$ cat config.mk
export PLATFORM = sky130hd
export DESIGN_NAME = ssoc_special_ctrl
export DESIGN_NICKNAME = d
export VERILOG_FILES = /design/src/rtl/ssoc_special_ctrl.v
export VERILOG_INCLUDE_DIRS = /design/src /design/src/rtl
export SDC_FILE = /design/constraint.sdc
export NUM_CORES = 1
export LEC_CHECK = 0
export BUFFER_PORTS_ARGS = -buffer_cell sky130_fd_sc_hd__buf_2
export CORE_ASPECT_RATIO = 0.6
export CORE_MARGIN = 8
export CORE_UTILIZATION = 40
export DETAILED_ROUTE_END_ITERATION = 8
export RECOVER_POWER = 25
export SKIP_LAST_GASP = 1
export SYNTH_ARGS = -nofsm -noshare
export SYNTH_HDL_FRONTEND = slang
export SYNTH_SLANG_ARGS = --single-unit
$ cat constraint.sdc
create_clock -name clk -period 7.3 [get_ports clk]
set_clock_uncertainty 0.2 [all_clocks]
set_input_delay 1.46 -clock clk [delete_from_list [all_inputs] [get_ports clk]]
set_output_delay 1.46 -clock clk [all_outputs]
set_load 0.01 [all_outputs]
$ cat src/rtl/ssoc_consts.vh
`ifndef SSOC_CONSTS_VH
`define SSOC_CONSTS_VH

// ==========================================================
// Register indices (byte address is four times the index)
`define SSOC_IDX_CAS_SRC      14'h2124
`define SSOC_IDX_ES_SRC       14'h28AE
`define SSOC_IDX_ES_OUT       14'h28AF
`define SSOC_IDX_RMS_SRC      14'h28AB
`define SSOC_IDX_RMS_OUT      14'h28AD
`define SSOC_IDX_CAS_DELAY    14'h2900
`define SSOC_IDX_BUS_CTRL     14'h2901
`define SSOC_IDX_HOM_RESTART  14'h2902
`define SSOC_IDX_HOM_TOL      14'h2903
`define SSOC_IDX_HOM_STATE    14'h2904
`define SSOC_IDX_RMS_STOP     14'h2905
`define SSOC_IDX_STATUS       14'h2906

// ==========================================================
// Source selection codes
`define SSOC_SRC_OFF          8'h00
`define SSOC_SRC_IN1          8'h01
`define SSOC_SRC_IN4          8'h04
`define SSOC_SRC_BUS          8'h0D

// ==========================================================
// Output routing codes
`define SSOC_OUT_OFF          8'h00
`define SSOC_OUT_POS          8'h01
`define SSOC_OUT_NEG          8'h02

// ==========================================================
// Repair stop select codes
`define SSOC_STOP_STO         8'h00
`define SSOC_STOP_SS1         8'h01

// ==========================================================
// Homing state codes
`define SSOC_HOM_NONE         2'h0
`define SSOC_HOM_ACTIVE       2'h1
`define SSOC_HOM_AVAIL        2'h2
`define SSOC_HOM_SMALL        2'h3

// ==========================================================
// Reset values
`define SSOC_RST_SRC          8'h00
`define SSOC_RST_OUT          8'h00
`define SSOC_RST_STOP         8'h00
`define SSOC_RST_TOL          16'h0000

// ==========================================================
// Status register bit positions
`define SSOC_ST_ES            0
`define SSOC_ST_RMS           1
`define SSOC_ST_POSWIN        2
`define SSOC_ST_SLIP          3
`define SSOC_ST_CAS_CFG       4
`define SSOC_ST_CAS_STOP      5
`define SSOC_ST_CAS_DONE      6

// ==========================================================
// Timing
`define SSOC_CLK_HZ           10000000
`define SSOC_MS_PER_S         1000
`define SSOC_TICK_MS          1
`define SSOC_DELAY_MAX        16'hFFFF

`endif

$ cat src/rtl/ssoc_special_ctrl.v
`timescale 1ns/1ps
// Notes on behaviour
// RULE_01: Input-sourced enable switch ignores the bus bit
// RULE_02: No input assigned: bus bit activates switch; code takes the bus bit only with source 8'h0D, not with source 0
// RULE_03: Switch in special or repair mode overrides stops
// RULE_04: Switch taking effect cancels running stop timers
// RULE_05: Assigned safe input ON activates the switch
// RULE_06: Indications routable to output one, 0/1/2
// RULE_07: Repair keeps only chosen stop and switch
// RULE_08: Repair stop code 0 torque off, 1 stop one
// RULE_09: Repair entry disables speed, position, clears homing
// RULE_10: Assigned safe input ON requests repair mode
// RULE_11: Bus requests repair only without input source; code takes the bus bit only with source 8'h0D, not with source 0
// RULE_12: Mismatch after repair exit raises errors, clears homing
// RULE_13: Homing state codes 0 to 3
// RULE_14: Cascade source must be input four, code 4
// RULE_15: Input four delay at most 10 ms
// RULE_16: Restart after torque off must be acknowledged
// RULE_17: Cascading inhibits bus control of output one
// RULE_18: Cascading with special operation needs stop two
// RULE_19: Torque off triggers cascade, switch cannot
// RULE_20: Measure ms from output off to input off
// RULE_21: Stop triggered via cascade reads zero ms
// RULE_22: Delay holds until next system acknowledgement
// RULE_23: Delay counts per ms tick, saturates
`include "ssoc_consts.vh"

module ssoc_special_ctrl #(
    parameter TICK_CYCLES = `SSOC_CLK_HZ / `SSOC_MS_PER_S * `SSOC_TICK_MS
) (
    input wire clk,
    input wire rst,
    // Avalon-MM slave, byte address
    input wire [15:0] address,
    input wire read,
    input wire write,
    input wire [31:0] writedata,
    output wire [31:0] readdata,
    output wire waitrequest,
    // Safe input states from the pins, ON is high
    input wire [3:0] safe_input_on,
    // Safety-bus telegram content, same clock
    input wire bus_enable_switch,
    input wire bus_repair_mode,
    input wire bus_safe_output_1,
    // Surrounding safety logic, same clock
    input wire special_op_active,
    input wire safe_torque_off_req,
    input wire system_ack,
    input wire abs_pos_monitor_on,
    input wire encoder_mismatch,
    input wire homing_update,
    input wire [1:0] homing_value,
    // Results
    output wire enable_switch_active,
    output wire repair_mode_active,
    output wire stop_override,
    output wire stop_timer_cancel,
    output wire repair_stop_sto,
    output wire repair_stop_ss1,
    output wire monitoring_disable,
    output wire cascade_stop,
    output wire [15:0] cascade_delay,
    output wire [1:0] homing_state,
    output wire pos_window_error,
    output wire slip_error,
    output reg safe_output_1
);

    // ==========================================================
    // Register file
    reg [7:0] cas_src_r;
    reg [7:0] es_src_r;
    reg [7:0] es_out_r;
    reg [7:0] rms_src_r;
    reg [7:0] rms_out_r;
    reg [7:0] hom_restart_r;
    reg [15:0] hom_tol_r;
    reg [7:0] rms_stop_r;
    reg ack_r;
    reg [31:0] rdata_r;
    reg [31:0] rdata_nxt;
    wire [13:0] idx;
    wire req;
    wire wr_do;

    // ==========================================================
    // Synchronisers and state
    reg [3:0] in_s1_r;
    reg [3:0] in_s2_r;
    reg es_eff_r;
    reg rms_r;
    reg [1:0] hom_r;
    reg poswin_r;
    reg slip_r;
    reg post_exit_r;
    reg cas_stop_r;
    reg cas_cnt_r;
    reg cas_done_r;
    reg cas_arm_r;
    reg [15:0] delay_r;
    reg [31:0] tick_r;
    reg es_sel;
    reg rms_sel;
    wire es_on;
    wire rms_on;
    wire es_eff;
    wire cas_cfg;
    wire in4_off;
    wire tick;
    reg ind_es;
    reg ind_rms;

    // One wait state: request seen, then answered next edge
    assign req = read | write;
    assign waitrequest = req & ~ack_r;
    assign wr_do = write & ack_r;
    assign idx = address[15:2];
    assign readdata = rdata_r;

    // Read mux, unmapped indices read as zero
    always @* begin
        rdata_nxt = 32'h0000_0000;
        case (idx)
            `SSOC_IDX_CAS_SRC: rdata_nxt[7:0] = cas_src_r;
            `SSOC_IDX_ES_SRC: rdata_nxt[7:0] = es_src_r;
            `SSOC_IDX_ES_OUT: rdata_nxt[7:0] = es_out_r;
            `SSOC_IDX_RMS_SRC: rdata_nxt[7:0] = rms_src_r;
            `SSOC_IDX_RMS_OUT: rdata_nxt[7:0] = rms_out_r;
            `SSOC_IDX_CAS_DELAY: rdata_nxt[15:0] = delay_r;
            `SSOC_IDX_BUS_CTRL: rdata_nxt[1:0] = {bus_repair_mode, bus_enable_switch};
            `SSOC_IDX_HOM_RESTART: rdata_nxt[7:0] = hom_restart_r;
            `SSOC_IDX_HOM_TOL: rdata_nxt[15:0] = hom_tol_r;
            `SSOC_IDX_HOM_STATE: rdata_nxt[1:0] = hom_r; // see RULE_13
            `SSOC_IDX_RMS_STOP: rdata_nxt[7:0] = rms_stop_r;
            `SSOC_IDX_STATUS: begin
                rdata_nxt[`SSOC_ST_ES] = es_eff_r;
                rdata_nxt[`SSOC_ST_RMS] = rms_r;
                rdata_nxt[`SSOC_ST_POSWIN] = poswin_r;
                rdata_nxt[`SSOC_ST_SLIP] = slip_r;
                rdata_nxt[`SSOC_ST_CAS_CFG] = cas_cfg;
                rdata_nxt[`SSOC_ST_CAS_STOP] = cas_stop_r;
                rdata_nxt[`SSOC_ST_CAS_DONE] = cas_done_r;
            end
            default: rdata_nxt = 32'h0000_0000;
        endcase
    end

    // Bus handshake and configuration writes
    always @(posedge clk or posedge rst) begin
        if (rst) begin
            ack_r <= 1'b0;
            rdata_r <= 32'h0000_0000;
            cas_src_r <= `SSOC_RST_SRC;
            es_src_r <= `SSOC_RST_SRC;
            es_out_r <= `SSOC_RST_OUT;
            rms_src_r <= `SSOC_RST_SRC;
            rms_out_r <= `SSOC_RST_OUT;
            hom_restart_r <= `SSOC_RST_STOP;
            hom_tol_r <= `SSOC_RST_TOL;
            rms_stop_r <= `SSOC_RST_STOP;
        end else begin
            ack_r <= req & ~ack_r;
            if (read & ~ack_r)
                rdata_r <= rdata_nxt;
            if (wr_do) begin
                case (idx)
                    `SSOC_IDX_CAS_SRC: cas_src_r <= writedata[7:0];
                    `SSOC_IDX_ES_SRC: es_src_r <= writedata[7:0];
                    `SSOC_IDX_ES_OUT: es_out_r <= writedata[7:0];
                    `SSOC_IDX_RMS_SRC: rms_src_r <= writedata[7:0];
                    `SSOC_IDX_RMS_OUT: rms_out_r <= writedata[7:0];
                    `SSOC_IDX_HOM_RESTART: hom_restart_r <= writedata[7:0];
                    `SSOC_IDX_HOM_TOL: hom_tol_r <= writedata[15:0];
                    `SSOC_IDX_RMS_STOP: rms_stop_r <= writedata[7:0];
                    default: ;
                endcase
            end
        end
    end

    // ==========================================================
    // Safe input synchroniser, pins are asynchronous
    always @(posedge clk or posedge rst) begin
        if (rst) begin
            in_s1_r <= 4'h0;
            in_s2_r <= 4'h0;
        end else begin
            in_s1_r <= safe_input_on;
            in_s2_r <= in_s1_r;
        end
    end

    // Source selection; the bus bit counts only when the bus is the source
    always @* begin
        es_sel = 1'b0;
        rms_sel = 1'b0;
        if (es_src_r >= `SSOC_SRC_IN1 && es_src_r <= `SSOC_SRC_IN4)
            es_sel = in_s2_r[es_src_r[1:0] - 2'd1]; // see RULE_05 see RULE_01
        else if (es_src_r == `SSOC_SRC_BUS)
            es_sel = bus_enable_switch; // see RULE_02
        if (rms_src_r >= `SSOC_SRC_IN1 && rms_src_r <= `SSOC_SRC_IN4)
            rms_sel = in_s2_r[rms_src_r[1:0] - 2'd1]; // see RULE_10
        else if (rms_src_r == `SSOC_SRC_BUS)
            rms_sel = bus_repair_mode; // see RULE_11
    end
    assign es_on = es_sel;
    assign rms_on = rms_sel;

    // Switch only counts while a special mode is in force
    assign es_eff = es_on & (special_op_active | rms_on); // see RULE_03

    // ==========================================================
    // Repair mode, homing and post-exit checking
    always @(posedge clk or posedge rst) begin
        if (rst) begin
            es_eff_r <= 1'b0;
            rms_r <= 1'b0;
            hom_r <= `SSOC_HOM_NONE;
            poswin_r <= 1'b0;
            slip_r <= 1'b0;
            post_exit_r <= 1'b0;
        end else begin
            es_eff_r <= es_eff;
            rms_r <= rms_on;
            // Exit opens a check window closed by acknowledgement
            if (rms_r & ~rms_on)
                post_exit_r <= 1'b1;
            else if (system_ack | rms_on)
                post_exit_r <= 1'b0;
            // Errors are sticky; a new mismatch beats the acknowledgement
            if (post_exit_r & abs_pos_monitor_on & encoder_mismatch) begin
                poswin_r <= 1'b1; // see RULE_12
                slip_r <= 1'b1;
            end else if (system_ack) begin
                poswin_r <= 1'b0;
                slip_r <= 1'b0;
            end
            // Clearing outranks a homing update so repair cannot keep a reference
            if (rms_on)
                hom_r <= `SSOC_HOM_NONE; // see RULE_09
            else if (post_exit_r & abs_pos_monitor_on & encoder_mismatch)
                hom_r <= `SSOC_HOM_NONE; // see RULE_12
            else if (homing_update)
                hom_r <= homing_value; // see RULE_13
        end
    end

    assign enable_switch_active = es_eff_r;
    assign repair_mode_active = rms_r;
    assign stop_override = es_eff_r; // see RULE_03
    assign stop_timer_cancel = es_eff & ~es_eff_r; // see RULE_04
    // Only the chosen stop stays; ramp and all other monitors drop out
    assign repair_stop_sto = rms_r & (rms_stop_r == `SSOC_STOP_STO); // see RULE_08 see RULE_07
    assign repair_stop_ss1 = rms_r & (rms_stop_r == `SSOC_STOP_SS1); // see RULE_08
    assign monitoring_disable = rms_r; // see RULE_07 see RULE_09
    assign homing_state = hom_r;
    assign pos_window_error = poswin_r;
    assign slip_error = slip_r;

    // ==========================================================
    // Cascading
    assign cas_cfg = (cas_src_r == `SSOC_SRC_IN4);
    assign in4_off = ~in_s2_r[3];
    assign tick = (tick_r == TICK_CYCLES - 1);

    // Millisecond prescaler, restarted when a measurement starts
    always @(posedge clk or posedge rst) begin
        if (rst)
            tick_r <= 32'h0000_0000;
        else if (tick | ~cas_cnt_r)
            tick_r <= 32'h0000_0000;
        else
            tick_r <= tick_r + 32'h0000_0001;
    end

    // Input four must read ON again before a remote OFF counts; otherwise the
    // echo of our own stop would restart the cascade right after acknowledge
    always @(posedge clk or posedge rst) begin
        if (rst)
            cas_arm_r <= 1'b0;
        else if (~in4_off)
            cas_arm_r <= 1'b1;
        else if (cas_stop_r)
            cas_arm_r <= 1'b0;
    end

    // Local torque off starts a stop; switch override does not, see RULE_19
    always @(posedge clk or posedge rst) begin
        if (rst) begin
            cas_stop_r <= 1'b0;
            cas_cnt_r <= 1'b0;
            cas_done_r <= 1'b0;
            delay_r <= 16'h0000;
        end else if (~cas_cfg) begin
            cas_stop_r <= 1'b0;
            cas_cnt_r <= 1'b0;
            cas_done_r <= 1'b0;
            delay_r <= 16'h0000;
        end else if (~cas_stop_r & ~cas_done_r & safe_torque_off_req) begin
            cas_stop_r <= 1'b1; // see RULE_19
            cas_cnt_r <= 1'b1;
            delay_r <= 16'h0000;
        end else if (~cas_stop_r & ~cas_done_r & cas_arm_r & in4_off) begin
            cas_stop_r <= 1'b1; // see RULE_21
            cas_done_r <= 1'b1;
            delay_r <= 16'h0000;
        end else if (cas_cnt_r & in4_off) begin
            cas_cnt_r <= 1'b0; // see RULE_20
            cas_done_r <= 1'b1;
        end else if (cas_cnt_r & tick) begin
            if (delay_r != `SSOC_DELAY_MAX)
                delay_r <= delay_r + 16'h0001; // see RULE_23
        end else if (system_ack & cas_done_r) begin
            cas_stop_r <= 1'b0; // see RULE_22
            cas_done_r <= 1'b0;
            delay_r <= 16'h0000;
        end
    end

    assign cascade_stop = cas_stop_r;
    assign cascade_delay = delay_r;

    // ==========================================================
    // Output one routing
    always @* begin
        ind_es = 1'b0;
        ind_rms = 1'b0;
        case (es_out_r)
            `SSOC_OUT_POS: ind_es = es_eff_r; // see RULE_06
            `SSOC_OUT_NEG: ind_es = ~es_eff_r;
            default: ind_es = 1'b0;
        endcase
        case (rms_out_r)
            `SSOC_OUT_POS: ind_rms = rms_r; // see RULE_06
            `SSOC_OUT_NEG: ind_rms = ~rms_r;
            default: ind_rms = 1'b0;
        endcase
    end

    // Cascade owns the pin and locks the bus out of it
    always @(posedge clk or posedge rst) begin
        if (rst)
            safe_output_1 <= 1'b0;
        else if (cas_cfg)
            safe_output_1 <= ~cas_stop_r; // see RULE_17
        else
            safe_output_1 <= ind_es | ind_rms | bus_safe_output_1;
    end

endmodule // ssoc_special_ctrl

### Word-level counts from Yosys, hierarchy flattened

Cells that the tools add are included.

* add/sub/neg operators: 4
* reductions and logical operators: 19
* eq/ne operators: 32
* bitwise operators: 31
* muxes and demuxes: 46
* magnitude comparators: 6

Operators by type and width (number)
* $eq A14 B14 Y1 const B: 12
* $mux W16: 7
* $pmux W5 S10: 1
* $add A32 B1 Y32 const B: 1
* $eq A32 B14 Y1 const B: 1
* $mux W32: 1
* $mux W1: 27
* $eq A8 B1 Y1 const B: 3
* $pmux W2 S12: 1
* $reduce_and A2 Y1: 9
* $and A1 B1 Y1: 17
* $add A16 B1 Y16 const B: 1
* $eq A8 B2 Y1 const B: 2
* $eq A8 B4 Y1 const B: 2
* $ge A8 B1 Y1 const B: 2
* $le A8 B3 Y1 const B: 2
* $ne A16 B16 Y1 const B: 1
* $pmux W8 S2: 1
* $ne A4 B4 Y1 const B: 3
* $pmux W1 S9: 1
* $reduce_and A3 Y1: 3
* $eq A8 B3 Y1 const B: 1
* $logic_not A8 Y1: 1
* $ne A4 B1 Y1 const B: 2
* 15 further kinds: 36

* bits of input ports: 67
* word-level logic and storage cells: 162
* register bits after elaboration: 156
* output and inout bits: 62

### Logic depth before layout (Yosys ltp)

* word-level depth: 7
* mapped depth: 9
* depth with buffers taken out: 8

### Worst setup path after synthesis

No wires, ideal clock.

* path kind: input-to-output
* from: input port bus_enable_switch
* to: output port stop_timer_cancel
* data arrival time: 2.241 ns
* required time: 5.640 ns
* buffers on the path: 0
* cell stages on the path: 4
* setup slack: 3.399 ns
* path through: nand2_1 -> a2111oi_0 -> o21a_1 -> nor2b_1

* word-level cells in the longest chain between the ends: 4

Ends and longest elaborated chain
* start: declaration: line ssoc_special_ctrl.v:43 `input wire bus_enable_switch,`
* $mux W1: line ssoc_special_ctrl.v:200 `` else if (es_src_r == `SSOC_SRC_BUS) ``
* $mux W1: line ssoc_special_ctrl.v:198 `` if (es_src_r >= `SSOC_SRC_IN1 && es_src_r <= `SSOC_SRC_IN4) ``
* $and A1 B1 Y1: line ssoc_special_ctrl.v:211 `assign es_eff = es_on & (special_op_active | rms_on);`
* named net es_eff: line ssoc_special_ctrl.v:107 `wire es_eff;`
* $and A1 B1 Y1: line ssoc_special_ctrl.v:252 `assign stop_timer_cancel = es_eff & ~es_eff_r;`
* end: declaration: line ssoc_special_ctrl.v:58 `output wire stop_timer_cancel,`

The timed path passes the listed nets, and every way through them passes these cells.

==> summary.txt <==
Status
  – Status: finished, violations left
  – Violated checks: max-capacitance violations, max-slew violations

GRT
  – Aggregate global routing overflow: 0
  – Number of global-route vias before repair: 6,039
  – Total Routing Usage GR: 0.193
  – First-pass GRT wire length: 36.9 mm
  – Largest net degree at the start of global routing: 80
  – Initial antenna violation count: 0

Power
  – Pwr Density: 198 nW/um^2
  – Leak: 4.20 nW
  – Peak VDD IR: ~170 uV

Critical path
  – CP Capture Point: ack_r
  – CP startpoint: rst
  – CP peak stage delay: 1.94 ns
  – Slowest stage cell, crit path: clkinvlp_2
  – Worst r2r path cells: 6
  – Peak fanout along the critical path: 79
  – Critical path cell sequence: buf_2 -> clkinvlp_2 -> buf_4
  – Worst EP arrival: 4.63 ns
  – Minimum setup slack among reg-to-reg paths: 4.33 ns
  – Crit Reg-Reg Startpoint: tick_r[15]
  – Worst setup EP type: asynchronous set/reset pin
  – WS Path Type: input port to asynchronous set/reset pin
  – Worst path required time: around 7.5 ns
  – Reg-to-Reg End: cascade_delay[2]
  – Setup crit start kind: input port

Layout
  – Multi-input logic area: 3870 sq um
  – Final net count: 937
  – Share of layout cells above drive strength 1: 0.254
  – Register area: between 3000 and 4000 sq um
  – Post-Layout Cell Count: 1,149
  – Layout area overhead: 15.1%
  – Fillcell total: 1,935

Clock tree
  – Post-CTS Resized: 0
  – CTS Buffer Depth: 2
  – H-Tree Depth: 4
  – CTS tree: done
  – CTS sink count: 156
  – Root Driver: clkbuf_16
  – Clk_lat worst skew: 0.43 ns
  – Post CTS Setup Buffer Count: 0
  – Worst-path clk slew: 0.07 ns
  – Inserted Clock Buffers: 17
  – Hold buffers post-CTS: 0

Die
  – Die ar.: 25,200 sq um
  – Die W: 199 microns
  – Die Y: 126 microns
  – Initial Utilization: 0.406
  – Core Region: 19,900 sq um
  – Ports: 129
  – Core Rows: 40

Timing
  – Slew HR: -1.34
  – Worst-Margin Slew: roughly 3.5 ns
  – TNS Setup: 0 ns
  – RSZ-0062 raised after global routing: no
  – Tmin final: 4.43 ns
  – Hold Fails Final Rpt: 0
  – Final setup fails: 0
  – Achievable Freq: 226 MHz
  – Slew Viols, Final: 80
  – Crit share post-route: 0.606

Detailed routing
  – Routed via count: 6,452
  – DRT Pass-1 Iters: 7
  – Residual DRC: 0
  – Vias per cell: about 5.6
  – Post-Route WL: 24.0 mm
  – Drt first-iter violations: 687
  – Routed wire per std cell: roughly 21 microns
  – Antenna Violating Nets Remaining: 0

Yosys
  – Post-synth EDFFs: 0
  – Synth top area cells: dfrtp_1 (48%), mux2_2 (8.1%), nand2_1 (3.0%), nor2_1 (3.0%), o21ai_0 (2.7%)
  – Top-area cell type share of the netlist area: 0.483
  – Cell count after synthesis: ~770
  – Top FF cell, synth: dfrtp_1
  – YS warnings: 0
  – Netlist cell types: 69
  – Synth cell count leaders: dfrtp_1 (156), nand2_1 (64), nor2_1 (64)
  – Count leader, synth: dfrtp_1
  – Synth Cell Area: 8080 sq um
  – Register area share after synthesis: 0.483
  – FF+latch count, synth: 156
  – Async set-reset flop share out of synthesis: 1.00
  – Synth area leader: dfrtp_1
  – Mapped Avg Cell Area: 10.4 sq um

Place
  – Placed cells: roughly 1,100
  – IO buf count: 94
  – HPWL after DPL: 17.7 mm
  – Gpl congestion: 0.955

Job
  – Max_cap viols: 1

Hold path
  – Worst min path class: flip-flop to flip-flop
## layout by cell type, fill, tap and decap left out, types with 18 or more instances in the layout
master and instances:
nand2_1 64, dfrtp_1 156, a22oi_1 21, a21oi_1 28
buf_2 92, mux2_2 58, xor2_1 18, o21ai_0 44
inv_1 25, nand3_1 31, nor2_1 64
## per-stage QoR
stage / utilization / hold slack, ns / setup slack (ns) / instance area [sq um] / power (mW)
after floorplan: - / 0.131 / 1.43 / 8140 / 0.941
after global routing: 0.467 / 0.159 / 2.19 / 9290 / 1.91
after global placement: 0.438 / 0.132 / 2.85 / 8730 / 0.977
after detailed placement: 0.438 / 0.136 / 2.83 / 8730 / 0.978
after CTS: 0.467 / 0.153 / 3.12 / 9300 / 1.85
final: 0.467 / 0.153 / 2.87 / 9300 / 1.84
## routing by layer
layer  GRT usage  wire length [microns]
met2       0.229                   8780
met1       0.317                  12400
met4      0.0409                    161
met5           0                      0
met3      0.0633                   2640
## sequential cells by signal, summed over array words and instances (netlist names), 2 cells and up
name	cells
tick_r	32
cascade_delay	16
hom_tol_r	16
readdata	16
cas_src_r	8
es_out_r	8
es_src_r	8
hom_restart_r	8
rms_out_r	8
rms_src_r	8
rms_stop_r	8
in_s1_r	4
in_s2_r	4
homing_state	2
## final cells by class
type,instances,area share
Sequential cell,156,0.420
Antenna cell,1,0.000269
Clock inverter,14,0.0144
Multi-Input combinational cell,562,0.416
Timing Repair Buffer,99,0.0544
Tap cell,273,0.0367
Inverter,26,0.0106
Clock buffer,18,0.0472
## worst min-delay path by stage
| stage | start | to | slack (ns) | cells after the start |
|---|---|---|---|---|
| detailed placement | in_s1_r[2] | in_s2_r[2] | 0.14 | 0 |
| floorplan | in_s1_r[0] | in_s2_r[0] | 0.13 | 0 |
| global route | in_s1_r[2] | in_s2_r[2] | 0.16 | 0 |
| global placement | in_s1_r[0] | in_s2_r[0] | 0.13 | 0 |
| finish | in_s1_r[2] | in_s2_r[2] | 0.15 | 0 |
| CTS | in_s1_r[2] | in_s2_r[2] | 0.15 | 0 |
## critical path, delay by kind of cell
| family | cells | cell delay (ns) |
|---|---|---|
| buf+inv | 3 | 3.07 |
## cells by family after synthesis
logic type	share of synthesized area
buffers and inverters	0.0455
adders and majority gates	0.0124
other	0.000464
xor gates and xnor gates	0.0304
muxes	0.116
DFF	0.483
and+or+nand+nor	0.193
AOI/OAI and AO/OA	0.119
## report_power, final
| part | internal [mW] | leakage, nW | switching, mW |
|---|---|---|---|
| Clock | 0.485 | 0.272 | 0.393 |
| Combinational | 0.0224 | 1.81 | 0.0656 |
| Sequential | 0.869 | 2.12 | 0.00515 |
No activity file was read; power rests on OpenSTA's default activity.
